===== config.mk =====
export PLATFORM = sky130hd
export DESIGN_NAME = msc_mode_sysctrl
export DESIGN_NICKNAME = d
export VERILOG_FILES = /design/src/rtl/msc_pkg.sv /design/src/rtl/msc_proc_seq.sv /design/src/rtl/msc_mode_sysctrl.sv
export SDC_FILE = /design/constraint.sdc
export NUM_CORES = 1
export LEC_CHECK = 0
export BUFFER_PORTS_ARGS = -buffer_cell sky130_fd_sc_hd__buf_2
export CAP_MARGIN = 20
export CORE_UTILIZATION = 38
export DETAILED_ROUTE_END_ITERATION = 8
export PLACE_DENSITY = 0.83
export SYNTH_ARGS = -nofsm -noshare
export SYNTH_HDL_FRONTEND = slang
export SYNTH_SLANG_ARGS = --single-unit

===== constraint.sdc =====
create_clock -name clk_sys -period 1.3 [get_ports clk_sys]
set_input_delay 0.26 -clock clk_sys [delete_from_list [all_inputs] [get_ports clk_sys]]
set_output_delay 0.26 -clock clk_sys [all_outputs]
set_load 0.02 [all_outputs]

===== src/rtl/msc_pkg.sv =====
package msc_pkg;

   // ==========================================================
   // register bus geometry
   localparam int                ADDR_W             = 8;
   localparam int                DATA_W             = 16;

   // ==========================================================
   // register offsets
   localparam logic [7:0]        OFS_MODE_REPORT    = 8'h00;
   localparam logic [7:0]        OFS_SYSTEM_CONTROL = 8'h02;

   // ==========================================================
   // operating mode report layout
   localparam int                MODE_FIELD_LSB     = 8;
   localparam int                MODE_FIELD_W       = 4;
   localparam int                MODE_LOW_LSB       = 0;
   localparam logic [3:0]        MODE_FIXED_PATTERN = 4'h5;
   localparam int                MODE_FIXED_HI_LSB  = 12;
   localparam int                MODE_FIXED_LO_LSB  = 4;
   localparam logic [3:0]        MODE1_CODE         = 4'hD;
   localparam logic [3:0]        MODE2_CODE         = 4'hC;
   localparam logic [3:0]        MODE3_CODE         = 4'h4;
   localparam logic [3:0]        MODE_NONE_CODE     = 4'h0;

   // mode pin patterns {mode_pin_high, mode_pin_low}
   localparam logic [1:0]        PINS_MODE1         = 2'h1;
   localparam logic [1:0]        PINS_MODE2         = 2'h2;
   localparam logic [1:0]        PINS_MODE3         = 2'h3;

   // mode numbers reported on the mode output, zero for none
   localparam logic [1:0]        MODE_NUM_NONE      = 2'h0;
   localparam logic [1:0]        MODE_NUM_1         = 2'h1;
   localparam logic [1:0]        MODE_NUM_2         = 2'h2;
   localparam logic [1:0]        MODE_NUM_3         = 2'h3;

   // ==========================================================
   // system control layout
   localparam int                SC_MAC_SAT_BIT     = 13;
   localparam int                SC_RAM_EN_BIT      = 8;
   localparam int                SC_FLASH_EN_BIT    = 7;
   localparam int                SC_XFER_MODE_BIT   = 1;
   localparam logic [15:0]       SC_READ_ONES       = 16'hD401;
   localparam logic              SC_MAC_SAT_RESET   = 1'b0;
   localparam logic              SC_RAM_EN_RESET    = 1'b1;
   localparam logic              SC_FLASH_EN_RESET  = 1'b0;
   localparam logic              SC_XFER_MODE_RESET = 1'b1;

   // ==========================================================
   // processing states
   typedef enum logic [2:0] {
      PS_RESET,
      PS_EXCEPTION,
      PS_EXECUTE,
      PS_BUS_RELEASED,
      PS_STOPPED
   } msc_proc_state_type;

   // requests that steer the processing state
   typedef struct packed {
      logic exceptionReq;
      logic busRequest;
      logic sleepReq;
      logic standbyReq;
      logic wakeReq;
      logic vectorDone;
   } msc_proc_req_type;

   // processing state indications
   typedef struct packed {
      msc_proc_state_type state;
      logic               intMasked;
      logic               vectorFetch;
      logic               busGrant;
      logic               cpuHalted;
      logic               cpuStopped;
   } msc_proc_out_type;

endpackage


===== src/rtl/msc_proc_seq.sv =====
module msc_proc_seq
   import msc_pkg::*;
(
   input  wire logic             clk_sys,
   input  wire logic             sysReset,
   input  wire msc_proc_req_type req,
   output msc_proc_out_type      status
);

   // ==========================================================
   // state transitions
   msc_proc_state_type stateNext;
   msc_proc_state_type state_reg;

   // exception beats bus release, which beats sleep
   always_comb begin
      stateNext = state_reg;
      unique case (state_reg)
         PS_RESET: begin
            stateNext = PS_EXCEPTION;
         end
         PS_EXCEPTION: begin
            if (req.vectorDone) begin
               stateNext = PS_EXECUTE;
            end
         end
         PS_EXECUTE: begin
            if (req.exceptionReq) begin
               stateNext = PS_EXCEPTION;
            end else if (req.busRequest) begin
               stateNext = PS_BUS_RELEASED;
            end else if (req.sleepReq || req.standbyReq) begin
               stateNext = PS_STOPPED;
            end
         end
         PS_BUS_RELEASED: begin
            if (!req.busRequest) begin
               stateNext = PS_EXECUTE;
            end
         end
         PS_STOPPED: begin
            if (req.wakeReq) begin
               stateNext = PS_EXCEPTION;
            end
         end
      endcase
   end

   // ==========================================================
   // outputs registered from the next state so they track state_reg
   always_ff @(posedge clk_sys) begin
      if (sysReset) begin
         state_reg          <= PS_RESET;
         status.state       <= PS_RESET;
         status.intMasked   <= 1'b1;
         status.vectorFetch <= 1'b0;
         status.busGrant    <= 1'b0;
         status.cpuHalted   <= 1'b1;
         status.cpuStopped  <= 1'b0;
      end else begin
         state_reg          <= stateNext;
         status.state       <= stateNext;
         status.intMasked   <= (stateNext == PS_RESET) || (stateNext == PS_EXCEPTION);
         status.vectorFetch <= (stateNext == PS_EXCEPTION);
         status.busGrant    <= (stateNext == PS_BUS_RELEASED);
         status.cpuHalted   <= (stateNext != PS_EXECUTE) && (stateNext != PS_EXCEPTION);
         status.cpuStopped  <= (stateNext == PS_STOPPED);
      end
   end

endmodule


===== src/rtl/msc_mode_sysctrl.sv =====
// Operation
// - decode mode pins into modes one to three
// - reading mode register latches pins until reset
// - mode field reports 1101, 1100 or 0100
// - mode register read-only, fixed 0101 nibbles
// - bit 13 selects saturating multiply-accumulate
// - bit 8 enables RAM, set on reset
// - bit 7 gates flash control register access
// - bit 1 selects short transfer addressing
// - reserved system-control bits read fixed values
// - reset low stops, masks, restarts on release
// - watchdog overflow acts like the reset pin
// - exceptions fetch vector then branch
// - bus request releases bus, halts CPU
// - sleep or standby stops the CPU
// - flash programming only in modes one, two
// - mode three is advanced, 16 MB, ROM on
module msc_mode_sysctrl
   import msc_pkg::*;
(
   input  wire logic               clk_sys,
   input  wire logic               reset_n,

   // mode selection pins
   input  wire logic               mode_pin_high,
   input  wire logic               mode_pin_low,

   // watchdog overflow pulse
   input  wire logic               wdtOverflow,

   // register port
   input  wire logic [ADDR_W-1:0]  regAddr,
   input  wire logic [DATA_W-1:0]  regWdata,
   input  wire logic               regWrite,
   input  wire logic               regRead,
   output logic      [DATA_W-1:0]  regRdata,

   // flash control register access path
   input  wire logic               flashRegReq,
   output logic                    flashRegGrant,

   // processing state requests and indications
   input  wire msc_proc_req_type   procReq,
   output msc_proc_out_type        procStatus,

   // mode indications
   output logic      [1:0]         modeNumber,
   output logic                    modeValid,
   output logic                    flashProgAllowed,
   output logic                    advancedMode,
   output logic                    onchipRomEnable,

   // system control indications
   output logic                    mac_saturate_select,
   output logic                    onchip_ram_enable,
   output logic                    flash_ctrl_access_enable,
   output logic                    transfer_ctrl_addr_mode
);

   // ==========================================================
   // internal reset
   // watchdog overflow resets the same state as the pin
   // sampled on the clock edge, so a
   // one-cycle overflow pulse suffices
   // every register below shares it
   logic sysReset;

   assign sysReset = !reset_n || wdtOverflow;

   // ==========================================================
   // address decode
   // byte offsets, compared in full;
   // aliases read zero, take no writes
   logic hitMode;
   logic hitSysCtrl;

   assign hitMode    = (regAddr == OFS_MODE_REPORT);
   assign hitSysCtrl = (regAddr == OFS_SYSTEM_CONTROL);

   // ==========================================================
   // mode pin latch
   // pins are followed live until the first read of the mode
   // register; the read freezes them until the next reset
   // trade-off: unread, the mode
   // follows the pins, so straps must
   // settle before reset is released
   logic       pinsLatched_reg;
   logic [1:0] pinsLatch_reg;
   logic [1:0] livePins;
   logic [1:0] effPins;

   assign livePins = {mode_pin_high, mode_pin_low};
   assign effPins  = pinsLatched_reg ? pinsLatch_reg : livePins;

   // capture on the read strobe, release only by reset
   always_ff @(posedge clk_sys) begin
      if (sysReset) begin
         pinsLatched_reg <= 1'b0;
         pinsLatch_reg   <= 2'h0;
      end else if (regRead && hitMode && !pinsLatched_reg) begin
         pinsLatched_reg <= 1'b1;
         pinsLatch_reg   <= livePins;
      end
   end

   // ==========================================================
   // mode decode
   logic [3:0] modeCode;
   logic [1:0] modeNumNext;

   // the all-zero pattern is left without a mode
   // and raises no mode flag
   always_comb begin
      modeCode    = MODE_NONE_CODE;
      modeNumNext = MODE_NUM_NONE;
      unique case (effPins)
         PINS_MODE1: begin
            modeCode    = MODE1_CODE;
            modeNumNext = MODE_NUM_1;
         end

         PINS_MODE2: begin
            modeCode    = MODE2_CODE;
            modeNumNext = MODE_NUM_2;
         end

         PINS_MODE3: begin
            modeCode    = MODE3_CODE;
            modeNumNext = MODE_NUM_3;
         end

         default: begin
            modeCode    = MODE_NONE_CODE;
            modeNumNext = MODE_NUM_NONE;
         end
      endcase
   end

   // mode report word: fixed nibbles around the pin-derived code
   // low nibble repeats the code
   logic [DATA_W-1:0] modeWord;

   always_comb begin
      modeWord = '0;
      modeWord[MODE_FIXED_HI_LSB +: 4]         = MODE_FIXED_PATTERN;
      modeWord[MODE_FIELD_LSB +: MODE_FIELD_W] = modeCode;
      modeWord[MODE_FIXED_LO_LSB +: 4]         = MODE_FIXED_PATTERN;
      modeWord[MODE_LOW_LSB +: 4]              = modeCode;
   end

   // ==========================================================
   // mode indications
   // all supported modes share the advanced CPU mode with ROM on;
   // only the two boot modes may program or erase the flash
   // registered: they trail the pins
   // or the latch by one clock
   always_ff @(posedge clk_sys) begin
      if (sysReset) begin
         modeNumber       <= MODE_NUM_NONE;
         modeValid        <= 1'b0;
         flashProgAllowed <= 1'b0;
         advancedMode     <= 1'b0;
         onchipRomEnable  <= 1'b0;
      end else begin
         modeNumber       <= modeNumNext;
         modeValid        <= (modeNumNext != MODE_NUM_NONE);
         flashProgAllowed <= (modeNumNext == MODE_NUM_1) ||
                             (modeNumNext == MODE_NUM_2);
         advancedMode     <= (modeNumNext != MODE_NUM_NONE);
         onchipRomEnable  <= (modeNumNext != MODE_NUM_NONE);
      end
   end

   // ==========================================================
   // system control register
   // only four bits hold state; reserved bits are not stored,
   // so a stray write cannot disturb their read values
   // a write lands on the next edge;
   // the port never stalls
   logic macSat_reg;
   logic ramEn_reg;
   logic flashEn_reg;
   logic xferMode_reg;
   logic sysCtrlWrite;

   assign sysCtrlWrite = regWrite && hitSysCtrl;

   // multiply-accumulate saturation select
   always_ff @(posedge clk_sys) begin
      if (sysReset) begin
         macSat_reg <= SC_MAC_SAT_RESET;
      end else if (sysCtrlWrite) begin
         macSat_reg <= regWdata[SC_MAC_SAT_BIT];
      end
   end

   // on-chip ram enable, back to one whenever reset ends;
   // clearing it mid-access is left to software to avoid
   // hardware does not block it
   // ram is usable right after reset
   always_ff @(posedge clk_sys) begin
      if (sysReset) begin
         ramEn_reg <= SC_RAM_EN_RESET;
      end else if (sysCtrlWrite) begin
         ramEn_reg <= regWdata[SC_RAM_EN_BIT];
      end
   end

   // flash control register access enable
   // clearing it only gates the grant
   always_ff @(posedge clk_sys) begin
      if (sysReset) begin
         flashEn_reg <= SC_FLASH_EN_RESET;
      end else if (sysCtrlWrite) begin
         flashEn_reg <= regWdata[SC_FLASH_EN_BIT];
      end
   end

   // transfer controller address mode
   // one selects short addressing
   always_ff @(posedge clk_sys) begin
      if (sysReset) begin
         xferMode_reg <= SC_XFER_MODE_RESET;
      end else if (sysCtrlWrite) begin
         xferMode_reg <= regWdata[SC_XFER_MODE_BIT];
      end
   end

   // system control read image
   // reserved bits are constants
   logic [DATA_W-1:0] sysCtrlWord;

   always_comb begin
      sysCtrlWord                   = SC_READ_ONES;
      sysCtrlWord[SC_MAC_SAT_BIT]   = macSat_reg;
      sysCtrlWord[SC_RAM_EN_BIT]    = ramEn_reg;
      sysCtrlWord[SC_FLASH_EN_BIT]  = flashEn_reg;
      sysCtrlWord[SC_XFER_MODE_BIT] = xferMode_reg;
   end

   // ==========================================================
   // control outputs, one cycle after the register write
   // a flop per bit keeps outputs
   // clean at a cycle of latency
   // reset values match the stored bits
   always_ff @(posedge clk_sys) begin
      if (sysReset) begin
         mac_saturate_select      <= SC_MAC_SAT_RESET;
         onchip_ram_enable        <= SC_RAM_EN_RESET;
         flash_ctrl_access_enable <= SC_FLASH_EN_RESET;
         transfer_ctrl_addr_mode  <= SC_XFER_MODE_RESET;
      end else begin
         mac_saturate_select      <= macSat_reg;
         onchip_ram_enable        <= ramEn_reg;
         flash_ctrl_access_enable <= flashEn_reg;
         transfer_ctrl_addr_mode  <= xferMode_reg;
      end
   end

   // ==========================================================
   // flash control register gate
   // a blocked request is simply not granted, so the flash
   // control registers see no access and keep their contents
   // the grant trails the request
   // by one clock
   always_ff @(posedge clk_sys) begin
      if (sysReset) begin
         flashRegGrant <= 1'b0;
      end else begin
         flashRegGrant <= flashRegReq && flashEn_reg;
      end
   end

   // ==========================================================
   // read data
   // data stand one cycle after the strobe and only then;
   // the mode word uses the live pins in the capturing cycle,
   // which are exactly the value the latch takes
   // zero outside the answer cycle
   // lets several slaves be or-ed
   // unmapped offsets answer zero
   always_ff @(posedge clk_sys) begin
      if (sysReset) begin
         regRdata <= '0;
      end else if (regRead) begin
         if (hitMode) begin
            regRdata <= modeWord;
         end else if (hitSysCtrl) begin
            regRdata <= sysCtrlWord;
         end else begin
            regRdata <= '0;
         end
      end else begin
         regRdata <= '0;
      end
   end

   // ==========================================================
   // processing state sequencer
   // kept in its own module so the register bank stays flat
   // a watchdog overflow restarts it
   // through the reset state too
   msc_proc_seq u_proc_seq (
      .clk_sys  (clk_sys),
      .sysReset (sysReset),
      .req      (procReq),
      .status   (procStatus)
   );

   // ==========================================================
   // usage notes
   // the mode register is read-only
   // the first mode read freezes the
   // pins until the next reset
   // pin pattern 0/0 reports no mode

   // reserved control bits ignore
   // writes and read fixed values
   // software writes each reserved
   // bit with its read value
   // ram enable returns to one
   // whenever reset ends
   // unmapped offsets read zero

   // read data stand one cycle only
   // control outputs trail the
   // stored bits by one clock
   // the watchdog input acts as a
   // full synchronous reset
   // flash programming is allowed
   // only in modes one and two
   // the grant drops one clock after
   // the access enable is cleared

   // an exception beats bus release,
   // which beats sleep or standby
   // a wake passes through exception
   // entry before execution resumes
   // interrupts stay masked in the
   // reset and exception states
   // short transfer addressing and
   // plain multiply-accumulate are
   // the states after reset

endmodule


; ---- Word level (Yosys, flattened, before mapping)
; Index checks and enable logic that the tools add are counted.
[word_totals]
regBits = 40
in_bits = 38
output_inout_bits = 35
word_cells = 70
[op_classes]
eq_ne = 15
n_mux = 12
n_bitwise = 2
n_reduce_logical = 18
[op_table]
columns = op, count
row1 = $mux W3, 6
row2 = $mux W16, 1
row3 = $mux W15, 1
row4 = $pmux W3 S5, 1
row5 = $pmux W4 S3, 1
row6 = $eq A3 B2 Y1 const B, 3
row7 = $eq A8 B2 Y1 const B, 1
row8 = $logic_not A8 Y1, 1
row9 = $eq A2 B2 Y1 const B, 3
row10 = $eq A3 B1 Y1 const B, 2
row11 = $eq A3 B3 Y1 const B, 2
row12 = $logic_not A3 Y1, 2
row13 = $pmux W2 S3, 1
row14 = $logic_and A1 B1 Y1, 5
row15 = $eq A2 B1 Y1 const B, 2
row16 = $logic_or A1 B1 Y1, 4
row17 = $reduce_or A4 Y1, 1
row18 = $ne A3 B1 Y1 const B, 1
row19 = $ne A3 B2 Y1 const B, 1
row20 = $reduce_or A3 Y1, 1
row21 = $logic_not A1 Y1, 2
row22 = $mux W2, 1
row23 = $not A1 Y1, 2
row24 = $reduce_bool A2 Y1, 1
row25 = $reduce_or A2 Y1, 1

; ---- Logic depth before layout (Yosys ltp)
; Gate-level depths: netlist of run 1.
[depth]
depth_word = 7
mapped_depth = 5
depth_no_buf = 5

; ---- Modules after synthesis
; From an unflattened synthesis of run 1, not the netlist that was laid out.
[unflattened]
cells_unflattened = 123
hier_area_um2 = 1322.5
[modules_own_cells]
columns = mod, instances, cells_each, area_per_inst_um2, seq_area_each_um2
row1 = msc_mode_sysctrl, 1, 94, 997.2, 540.5
row2 = msc_proc_seq, 1, 29, 325.3, 160.2

; ---- Least setup slack after synthesis of run 1
; No wires, ideal clock.
[synth_timing]
path_kind = reg-to-reg
from = register u_proc_seq.state_reg[2]
to = register u_proc_seq.status[4] in the netlist's numbering
setup_time_ps = 114
t_arrival_ps = 1283
required_time_ps = 1186
setup_slack_ps = -97
stages_incl_launch_ff = 4
path_buffers = 0
synth_period_minus_slack_ps = 1397
path_cell_list = dfxtp_1 or4b_1 a21boi_1 a21o_1
[synth_between]
elab_chain_len = 6
word_cells_on_any_way = 15
cone_classes = eq/ne (5) / mux (7) / reduce/logical (3)
[synth_lines]
columns = element, line_no
row1 = start: declaration, msc_proc_seq.sv:13  ; msc_proc_state_type state_reg;
row2 = start signal: assignment, msc_proc_seq.sv:61  ; state_reg <= stateNext;
row3 = $mux W3, msc_proc_seq.sv:32  ; end else if (req.sleepReq || req.standbyReq) begin
row4 = $mux W3, msc_proc_seq.sv:30  ; end else if (req.busRequest) begin
row5 = $mux W3, msc_proc_seq.sv:28  ; if (req.exceptionReq) begin
row6 = $pmux W3 S5 (*), msc_proc_seq.sv:18  ; unique case (state_reg)
row7 = $eq A3 B1 Y1 or $logic_not A3 Y1 (tied branches), msc_proc_seq.sv:63  ; status.intMasked <= (stateNext == PS_RESET) || (stateNext == PS_EXCEPTION);
row8 = $logic_or A1 B1 Y1 (*), msc_proc_seq.sv:63
row9 = end: declaration, msc_proc_seq.sv:7  ; output msc_proc_out_type status
; Every way passes the cells marked *; elsewhere a longest branch is shown, timed or not.
; A chain may end at the register's enable or synchronous reset.

; ---- Final worst setup path of run 1
[layout_timing]
from = register u_proc_seq.state_reg[1]
to = register u_proc_seq.status[4] in the netlist's numbering
; Same word-level chain as after synthesis.

==> results of run 1 <==
critical path, delay by kind of cell, from the launching register on:
family / cells / cell delay (ns)
flip-flops: 1 / 0.37
AO/OA/AOI/OAI: 2 / 0.32
AND/OR/NAND/NOR: 1 / 0.54
stage by stage:
stage,cells,setup slack (ns)
global route,235,-0.06779
finish,235,-0.01897
detailed placement,228,-0.1232
global placement,228,-0.06721
floorplan,124,-0.005230
CTS,235,-0.01833
cell usage after synthesis:
cell	number	share of area
o21ba_2	1	0.0078
nor4b_1	1	0.0069
nor4_4	1	0.017
and3_1	5	0.024
nand4_1	2	0.0098
dfxtp_1	35	0.55
mux2i_1	6	0.047
nand2_1	8	0.024
inv_1	5	0.015
or3b_2	2	0.014
a21oi_1	4	0.016
nand2b_1	2	0.0098
or4b_1	1	0.0078
a21boi_1	1	0.0059
nor3_2	1	0.0078
nor3_1	3	0.012
o211ai_1	1	0.0059
nand4_4	1	0.017
o32a_1	1	0.0078
nor3b_1	1	0.0059
a31oi_1	3	0.015
conb_1	1	0.0029
nor2b_1	2	0.0098
buf_4	7	0.041
and2_1	2	0.0098
nor4b_2	1	0.012
inv_2	1	0.0029
a21o_1	1	0.0059
nor2_1	14	0.041
buf_1	1	0.0029
or4bb_1	1	0.0088
o311ai_1	1	0.0069
ha_1	2	0.020
clkbuf_1	2	0.0059
o21ai_0	1	0.0039
buf_2	1	0.0039
power groups by stage:
| stage | logic (W) | clock network [W] | registers [W] |
|---|---|---|---|
| 5_1_grt | 0.000204 | 0.000603 | 0.00109 |
| 2_1_floorplan | 0.0000788 | 0 | 0.00113 |
| 3_3_place_gp | 0.000180 | 0 | 0.00111 |
| 6_report | 0.000185 | 0.000530 | 0.00109 |
| 4_1_cts | 0.000187 | 0.000546 | 0.00109 |
| 3_5_place_dp | 0.000183 | 0 | 0.00112 |
kinds of logic (layout without fill, tap and decap cells):
family,after synthesis,count (layout),share of synthesized area
AO/OA/AOI/OAI,14,14,0.07444
AND/OR/NAND/NOR,48,48,0.2360
flip-flops,35,35,0.5485
buffers and inverters,17,84,0.07149
multiplexers,6,6,0.04701
adder cells (fa/ha/maj),2,2,0.01959
other,1,2,0.002935
per-layer routing:
| metal | global-route usage | wire (µm) | vias to the layer above |
|---|---|---|---|
| met1 | 0.1593 | 998 | 488 |
| met3 | 0.06277 | 206 | 4 |
| met4 | 0.07973 | 48 | 0 |
| li1 | - | - | 544 |
| met2 | 0.2873 | 1351 | 43 |
| met5 | 0 | 0 | - |
how the worst min path moves through the flow:
stage	cells after the start	slack [ns]	endpoint	startpoint
after floorplan	1	0.38	onchip_ram_enable	wdtOverflow
after global placement	2	0.44	mac_saturate_select	macSat_reg
after detailed placement	2	0.45	mac_saturate_select	macSat_reg
after CTS	2	0.14	flashRegGrant	flashRegReq
after global routing	2	0.16	flashRegGrant	flashRegReq
final	2	0.15	flashRegGrant	flashRegReq
layout make-up:
| type | instances | area [µm²] |
|---|---|---|
| clock buffer | 7 | 45.04 |
| fill | 290 | 1394 |
| inverter | 6 | 22.52 |
| multi-input combinational | 72 | 515.5 |
| sequential | 35 | 708.2 |
| tap | 44 | 55.05 |
| timing repair buffer | 71 | 387.9 |
==> flow_summary.yaml, run 1 <==
worst_setup_path:
  cp.arrival_ns: 1.56
  endpoint: "u_proc_seq.status[4]"
  reg2reg_setup_slack_ns: -0.02
  crit_start: "u_proc_seq.state_reg[1]"
  r2r_start: "u_proc_seq.state_reg[1]"
  critPathKind: "reg2reg"
  cp-start-kind: "flip-flop"
  required_ns: 1.54
  r2r_cells: 3
  max_stage_delay_ns: 0.54
  slowest_stage: "or4b_4"
  cp_cell_sequence: "or4b_4, a21boi_4, a21o_1"
  timing.rr.end: "u_proc_seq.status[4]"
  crit_path_max_fanout: 5
  cp-end-kind: "flip-flop"
status:
  outcome: "finished, violations left"
  violations: "negative setup slack"
pwr:
  power_w: 0.001806
  combPwrFrac: 0.103
  switchingPower_w: 0.0004349
  powerDensity_nw_per_um2: 1041
  ir_drop_uv: 388.5
  clkPwrFrac: 0.294
  pwr-share-seq: 0.604
  switching_share: 0.2409
  power.leakage_nw: 0.8770
  p_int_w: 0.001371
synthesis:
  synth_cell_type_count: 36
  ys_warn_count: 0
  synth_cells: 123
  synth-seq-cells: 35
  synth_seq_area_share: 0.5485
  synth_area_um2: 1277
  syn_avg_cell_area_um2: 10.39
timing:
  setup_slack_ns: -0.01897
  setup_viol: 2
  finClkSkew_ns: 0.006355
  rsz0062_at_grt: "yes"
  period_needed_ns: 1.319
  finalHoldViolCount: 0
  slew_viol_final: 0
  holdWs_ns: 0.1534
  max_freq_ghz: 0.7582
  fin_setup_tns_ns: -0.02243
  post-route-period-util: 1.015
route:
  drt-total-wl_mm: 2.605
  ant_nets: 0
  drc_errors: 0
  vias: 1079
  drt_iter0_drc: 39
  viasPerCell: 4.591
  drtPass1Iterations: 4
  wl_per_cell_um: 11.09
layout:
  post-route-util: 0.5544
  largest_reg_flops: 11
  drive_above_1_share: 0.4817
  final_cell_mix: "58 x buf_2, 31 x dfxtp_1, 14 x nor2_1, 13 x buf_4, 8 x nand2_1"
  finalInstanceArea_um2: 1734
  syn_to_final_growth_pct: 35.75
  diodes: 0
  final_common_cell: "buf_2"
  nNetsFinal: 231
clocking:
  h-tree-depth: 2
  cts_resized: 3
  clk_latency_ns: 0.33
  postCtsHoldBufs: 0
  path_clk_slew_ns: 0.10
  cts_buffers: 5
  cts_tree: "done"
  clk_path_buf_depth: 2
  cts_root_buffer: "clkbuf_4"
  cts_sinks: 35
  cts_setup_buffers: 0
die:
  fp.dieH_um: 59.98
  initial_core_util: 0.4084
  core_region_area_um2: 3128
  row_count: 20
  die_w_um: 59.98
  die_area_um2: 3598
  num_io_pins: 73
min_path:
  hold_class: "in2reg"
placement:
  dpl.hpwl_mm: 1.992
  routabilityCongestion: 0.7941
  portBuffers: 58
  placed_area_um2: 1673
grt:
  grt_pass1_vias: 993
  antenna_found_initial: 0
  grt_overflow_total: 0
  grt.total_usage: 0.1602
  grt_pass1_wl_mm: 4.105
  grt_max_degree: 12
flow_run:
  drv_cap: 0
Power figures use the tool's default switching activity.
==> run 2, diff against run 1 <==
- BUFFER_PORTS_ARGS: -buffer_cell sky130_fd_sc_hd__buf_2 -> unset
- CORE_UTILIZATION: 38 -> 40
- DONT_BUFFER_PORTS: unset -> 1
- PLACE_DENSITY: 0.83 -> 0.65
- clock period: 1.3 -> 1.1 ns (I/O delays scaled with it)
==> flow_summary.yaml, run 2 (synthesized netlist as in run 1, its figures left out) <==
layout:
  diodes: 0
  final_cell_mix: "27 x dfxtp_1, 18 x buf_4, 12 x nor2_1, 8 x nand2_1, 6 x dfxtp_2"
  post-route-util: 0.5414
  fin_cells: 189
  drive_above_1_share: 0.4000
  final_common_cell: "dfxtp_1"
  syn_to_final_growth_pct: 29.38
  largest_reg_flops: 11
  nNetsFinal: 184
placement:
  portBuffers: 0
  place_inst: 179
  dpl.hpwl_mm: 1.865
  routabilityCongestion: 0.7365
min_path:
  hold_path_end: "flashEn_reg"
  min_path_cells: 2
  hold_class: "in2reg"
  hold_start: "regWdata[7]"
clocking:
  cts_root_buffer: "clkbuf_4"
  cts_buffers: 5
  cts_sinks: 35
  clk_latency_ns: 0.33
  path_clk_slew_ns: 0.11
  cts_tree: "done"
  h-tree-depth: 2
  clk_path_buf_depth: 2
worst_setup_path:
  required_ns: 1.34
  cp.arrival_ns: 1.55
  cp-start-kind: "flip-flop"
  r2r_cells: 3
  cp-end-kind: "flip-flop"
  crit_path_max_fanout: 4
  reg2reg_setup_slack_ns: -0.21
  r2r_start: "u_proc_seq.state_reg[1]"
  critPathKind: "reg2reg"
  timing.rr.end: "u_proc_seq.status[4]"
route:
  drc_errors: 0
  routedLengthMet1_um: 965
  wl_per_cell_um: 13.67
  wl_met2_mm: 1.392
  drt-total-wl_mm: 2.584
  drt_iter0_drc: 17
  viasPerCell: 4.857
  drtPass1Iterations: 3
  dr_wl_met3_um: 187
  vias: 918
  ant_nets: 0
  top_layer_used: "met4"
timing:
  period_needed_ns: 1.314
  post-route-period-util: 1.194
  finClkSkew_ns: 0.01240
  slew_viol_final: 0
  max_freq_ghz: 0.7611
  rsz0062_at_grt: "yes"
  setup_viol: 13
  holdWs_ns: 0.01836
  finalHoldViolCount: 0
  fin_setup_tns_ns: -1.570
  setup_slack_ns: -0.2138
die:
  core_region_area_um2: 3053
  fp.dieH_um: 58.51
  initial_core_util: 0.4184
  die_area_um2: 3423
  num_io_pins: 73
  row_count: 20
  die_w_um: 58.51
status:
  outcome: "finished, violations left"
  violations: "negative setup slack"
grt:
  grt.total_usage: 0.1699
  grt_overflow_total: 0
  grt_max_degree: 12
  antenna_found_initial: 0
  grt_pass1_vias: 964
  grt_pass1_wl_mm: 4.195
pwr:
  power.leakage_nw: 0.7013
  ir_drop_uv: 659.2
  powerDensity_nw_per_um2: 1322
flow_run:
  drv_cap: 0
==> run 2: cell types whose count changed in the layout (fill, tap and decap cells not counted), moves of 3 or more <==
cell	change
buf_4	+5
buf_6	+5
dfxtp_2	+3
dfxtp_1	-4
buf_2	-58
==> run 2: worst max path at each step <==
stage	startpoint	endpoint	slack, ns	cells after the start
after global placement	u_proc_seq.state_reg[1]	u_proc_seq.status[4]	-0.18	3
after CTS	u_proc_seq.state_reg[1]	u_proc_seq.status[4]	-0.20	3
final	u_proc_seq.state_reg[1]	u_proc_seq.status[4]	-0.21	3
after detailed placement	u_proc_seq.state_reg[1]	u_proc_seq.status[1]	-0.22	3
after floorplan	u_proc_seq.state_reg[1]	u_proc_seq.status[4]	-0.21	3
after global routing	u_proc_seq.state_reg[1]	u_proc_seq.status[4]	-0.25	3
==> run 2: layer usage <==
metal / up-vias / global-route usage
met5: - / 0
met4: 0 / 0.07143
met3: 5 / 0.06593
met2: 32 / 0.3169
met1: 424 / 0.1662
li1: 457 / -
==> run 2: through the flow <==
step           area (µm²)  power, W  worst slack (ns)
2_1_floorplan        1313  0.001435           -0.2052
3_3_place_gp         1464  0.001465           -0.1769
3_5_place_dp         1464  0.001468           -0.2175
4_1_cts              1615  0.002203           -0.2013
5_1_grt              1653  0.002286           -0.2453
6_report             1653  0.002186           -0.2138
==> run 2: layout make-up <==
class | instances | area [µm²]
clock buffers | 7 | 55.05
clock inverters | 1 | 5.005
fillers | 286 | 1400
inverters | 6 | 22.52
multi-input cells | 72 | 598.1
flip-flops and latches | 35 | 715.7
well taps | 44 | 55.05
repair buffers | 24 | 201.4
==> run 2: critical path, stage by stage (launching register included) <==
cell,delay (ns)
dfxtp_4,0.36
or4b_4,0.54
a21boi_4,0.17
a21o_1,0.15
==> run 2: repair_timing <==
item,in CTS,in global routing
hold buffers,1,0
pin swaps,3,3
gates resized for setup,17,8
endpoints found under the setup margin,24,21
endpoints found under the hold margin,4,0
buffers inserted,1,0
==> run 2: where the power goes <==
part           switching, W  internal, W
combinational     0.0000902    0.0000829
sequential        0.0000222      0.00128
clock              0.000402     0.000310
total              0.000514      0.00167
==> run 3, diff against run 2 <==
- ABC_CLOCK_PERIOD_IN_PS: unset -> 1300
- PLACE_DENSITY: 0.65 -> 0.63
- clock period: 1.1 -> 1.3 ns (I/O delays scaled with it)
==> flow_summary.yaml, run 3 (synthesized netlist as in run 1, its figures left out) <==
status:
  outcome: "finished, violations left"
  violations: "negative setup slack"
die:
  core_region_area_um2: 3053
  fp.dieH_um: 58.51
  die_w_um: 58.51
  num_io_pins: 73
  die_area_um2: 3423
  row_count: 20
  initial_core_util: 0.4184
layout:
  fin_cells: 173
  nFillCells: 319
  finalInstanceArea_um2: 1445
  nNetsFinal: 169
  multiInputGateArea_um2: 541.8
  final_common_cell: "dfxtp_1"
  syn_to_final_growth_pct: 13.12
  seqCellArea_um2: 710.7
  largest_reg_flops: 11
  drive_above_1_share: 0.2403
  final_cell_mix: "31 x dfxtp_1, 14 x nor2_1, 8 x nand2_1, 8 x buf_4"
  diodes: 0
grt:
  grt_pass1_wl_mm: 3.815
  grt_pass1_vias: 851
  grt_overflow_total: 0
  grt_max_degree: 14
  grt.total_usage: 0.1541
  antenna_found_initial: 0
route:
  ant_nets: 0
  viasPerCell: 4.977
  drt-total-wl_mm: 2.406
  wl_per_cell_um: 13.91
  drc_errors: 0
  vias: 861
  drtPass1Iterations: 4
  drt_iter0_drc: 13
clocking:
  cts_buffers: 5
  h-tree-depth: 2
  clk_latency_ns: 0.33
  cts_setup_buffers: 0
  cts_root_buffer: "clkbuf_4"
  path_clk_slew_ns: 0.10
  cts_tree: "done"
  cts_sinks: 35
  clk_path_buf_depth: 2
worst_setup_path:
  critPathKind: "reg2reg"
  required_ns: 1.52
  cp_cell_sequence: "or4b_4, a21boi_4, a21o_1"
  slowest_stage: "or4b_4"
  crit_path_max_fanout: 5
  cp.arrival_ns: 1.52
  crit_family: "simple AND/OR/NAND/NOR gates"
  cp-start-kind: "flip-flop"
  max_stage_delay_ns: 0.53
  cp-end-kind: "flip-flop"
  path_buf_inv: 0
timing:
  finClkSkew_ns: 0.009831
  finalHoldViolCount: 0
  period_needed_ns: 1.301
  max_freq_ghz: 0.7685
  rsz0062_at_grt: "yes"
  post-route-period-util: 1.001
  holdWs_ns: 0.05070
  setup_viol: 1
  worst_slew_pin_slew_ns: 0.5464
  slew_headroom: 0.6358
  setup_slack_ns: -0.001253
  slew_viol_final: 0
placement:
  dpl.hpwl_mm: 1.804
  routabilityCongestion: 0.7667
  place_inst: 165
  dpl_worst_slack_ns: -0.05122
  portBuffers: 0
  placed_area_um2: 1345
pwr:
  clkPwrFrac: 0.301
  ir_drop_uv: 675.1
  power_w: 0.001728
  switching_share: 0.2307
  combPwrFrac: 0.062
  pwr-share-seq: 0.637
  power.leakage_nw: 0.5979
  switchingPower_w: 0.0003986
  powerDensity_nw_per_um2: 1196
  p_int_w: 0.001330
flow_run:
  drv_cap: 0
min_path:
  hold_class: "in2reg"
-- run 3: cell types whose count changed in the layout (fill, tap and decap cells not counted), sizes merged --
cell and change:
clkinv -1, buf -15
-- run 3: path summary, 6_finish.rpt --
check | cells past startpoint | slack, ns | endpoint | from
worst min-delay path | 1 | 0.05 | onchip_ram_enable | wdtOverflow
worst max-delay path | 3 | -0.001 | u_proc_seq.status[4] | u_proc_seq.state_reg[1]
worst max register to register | 3 | -0.001 | u_proc_seq.status[4] | u_proc_seq.state_reg[1]
worst min register to register | 2 | 0.47 | flash_ctrl_access_enable | flashEn_reg
-- run 3: stage by stage --
stage / TNS (ns) / util
6_report: -0.001253 / 0.4734
5_1_grt: -0.09151 / 0.4734
4_1_cts: -0.01980 / 0.4648
3_3_place_gp: 0 / 0.4406
3_5_place_dp: -0.1067 / 0.4406
2_1_floorplan: -0.005230 / -
-- run 3: what timing repair did --
item                                    4_1_cts  5_1_grt
hold buffers                                  1        0
endpoints found under the hold margin         3        0
pin swaps                                     0        1
resized for setup                             4        6
endpoints found under the setup margin        6        9
-- run 3: power by group through the flow --
stage	Sequential [W]	Clock (W)	Combinational (W)
after floorplan	0.00113	0	0.0000788
after global placement	0.00113	0	0.0000946
final	0.00110	0.000521	0.000106
after CTS	0.00110	0.000542	0.000104
after global routing	0.00110	0.000583	0.000118
after detailed placement	0.00113	0	0.0000963
-- run 3: layout make-up --
cell class | instances | share of cell area
sequential | 35 | 0.4918
multi-input combinational | 72 | 0.3749
timing repair buffer | 9 | 0.04848
tap | 44 | 0.03810
clock buffer | 7 | 0.03117
inverter | 6 | 0.01558
-- run 3: worst reg2reg max path, delay by kind of cell (launching register included) --
family             cells  cell delay [ns]
and+or+nand+nor        1             0.53
DFF                    1             0.36
AOI/OAI and AO/OA      2             0.32
-- run 3: layer usage --
metal  GRT usage  part of all wire  vias up
met1      0.1637              0.40      402
met5           0                 0        -
met3     0.07033             0.086        4
met2      0.2660              0.50       34
li1            -                 -      421
met4     0.06122             0.011        0
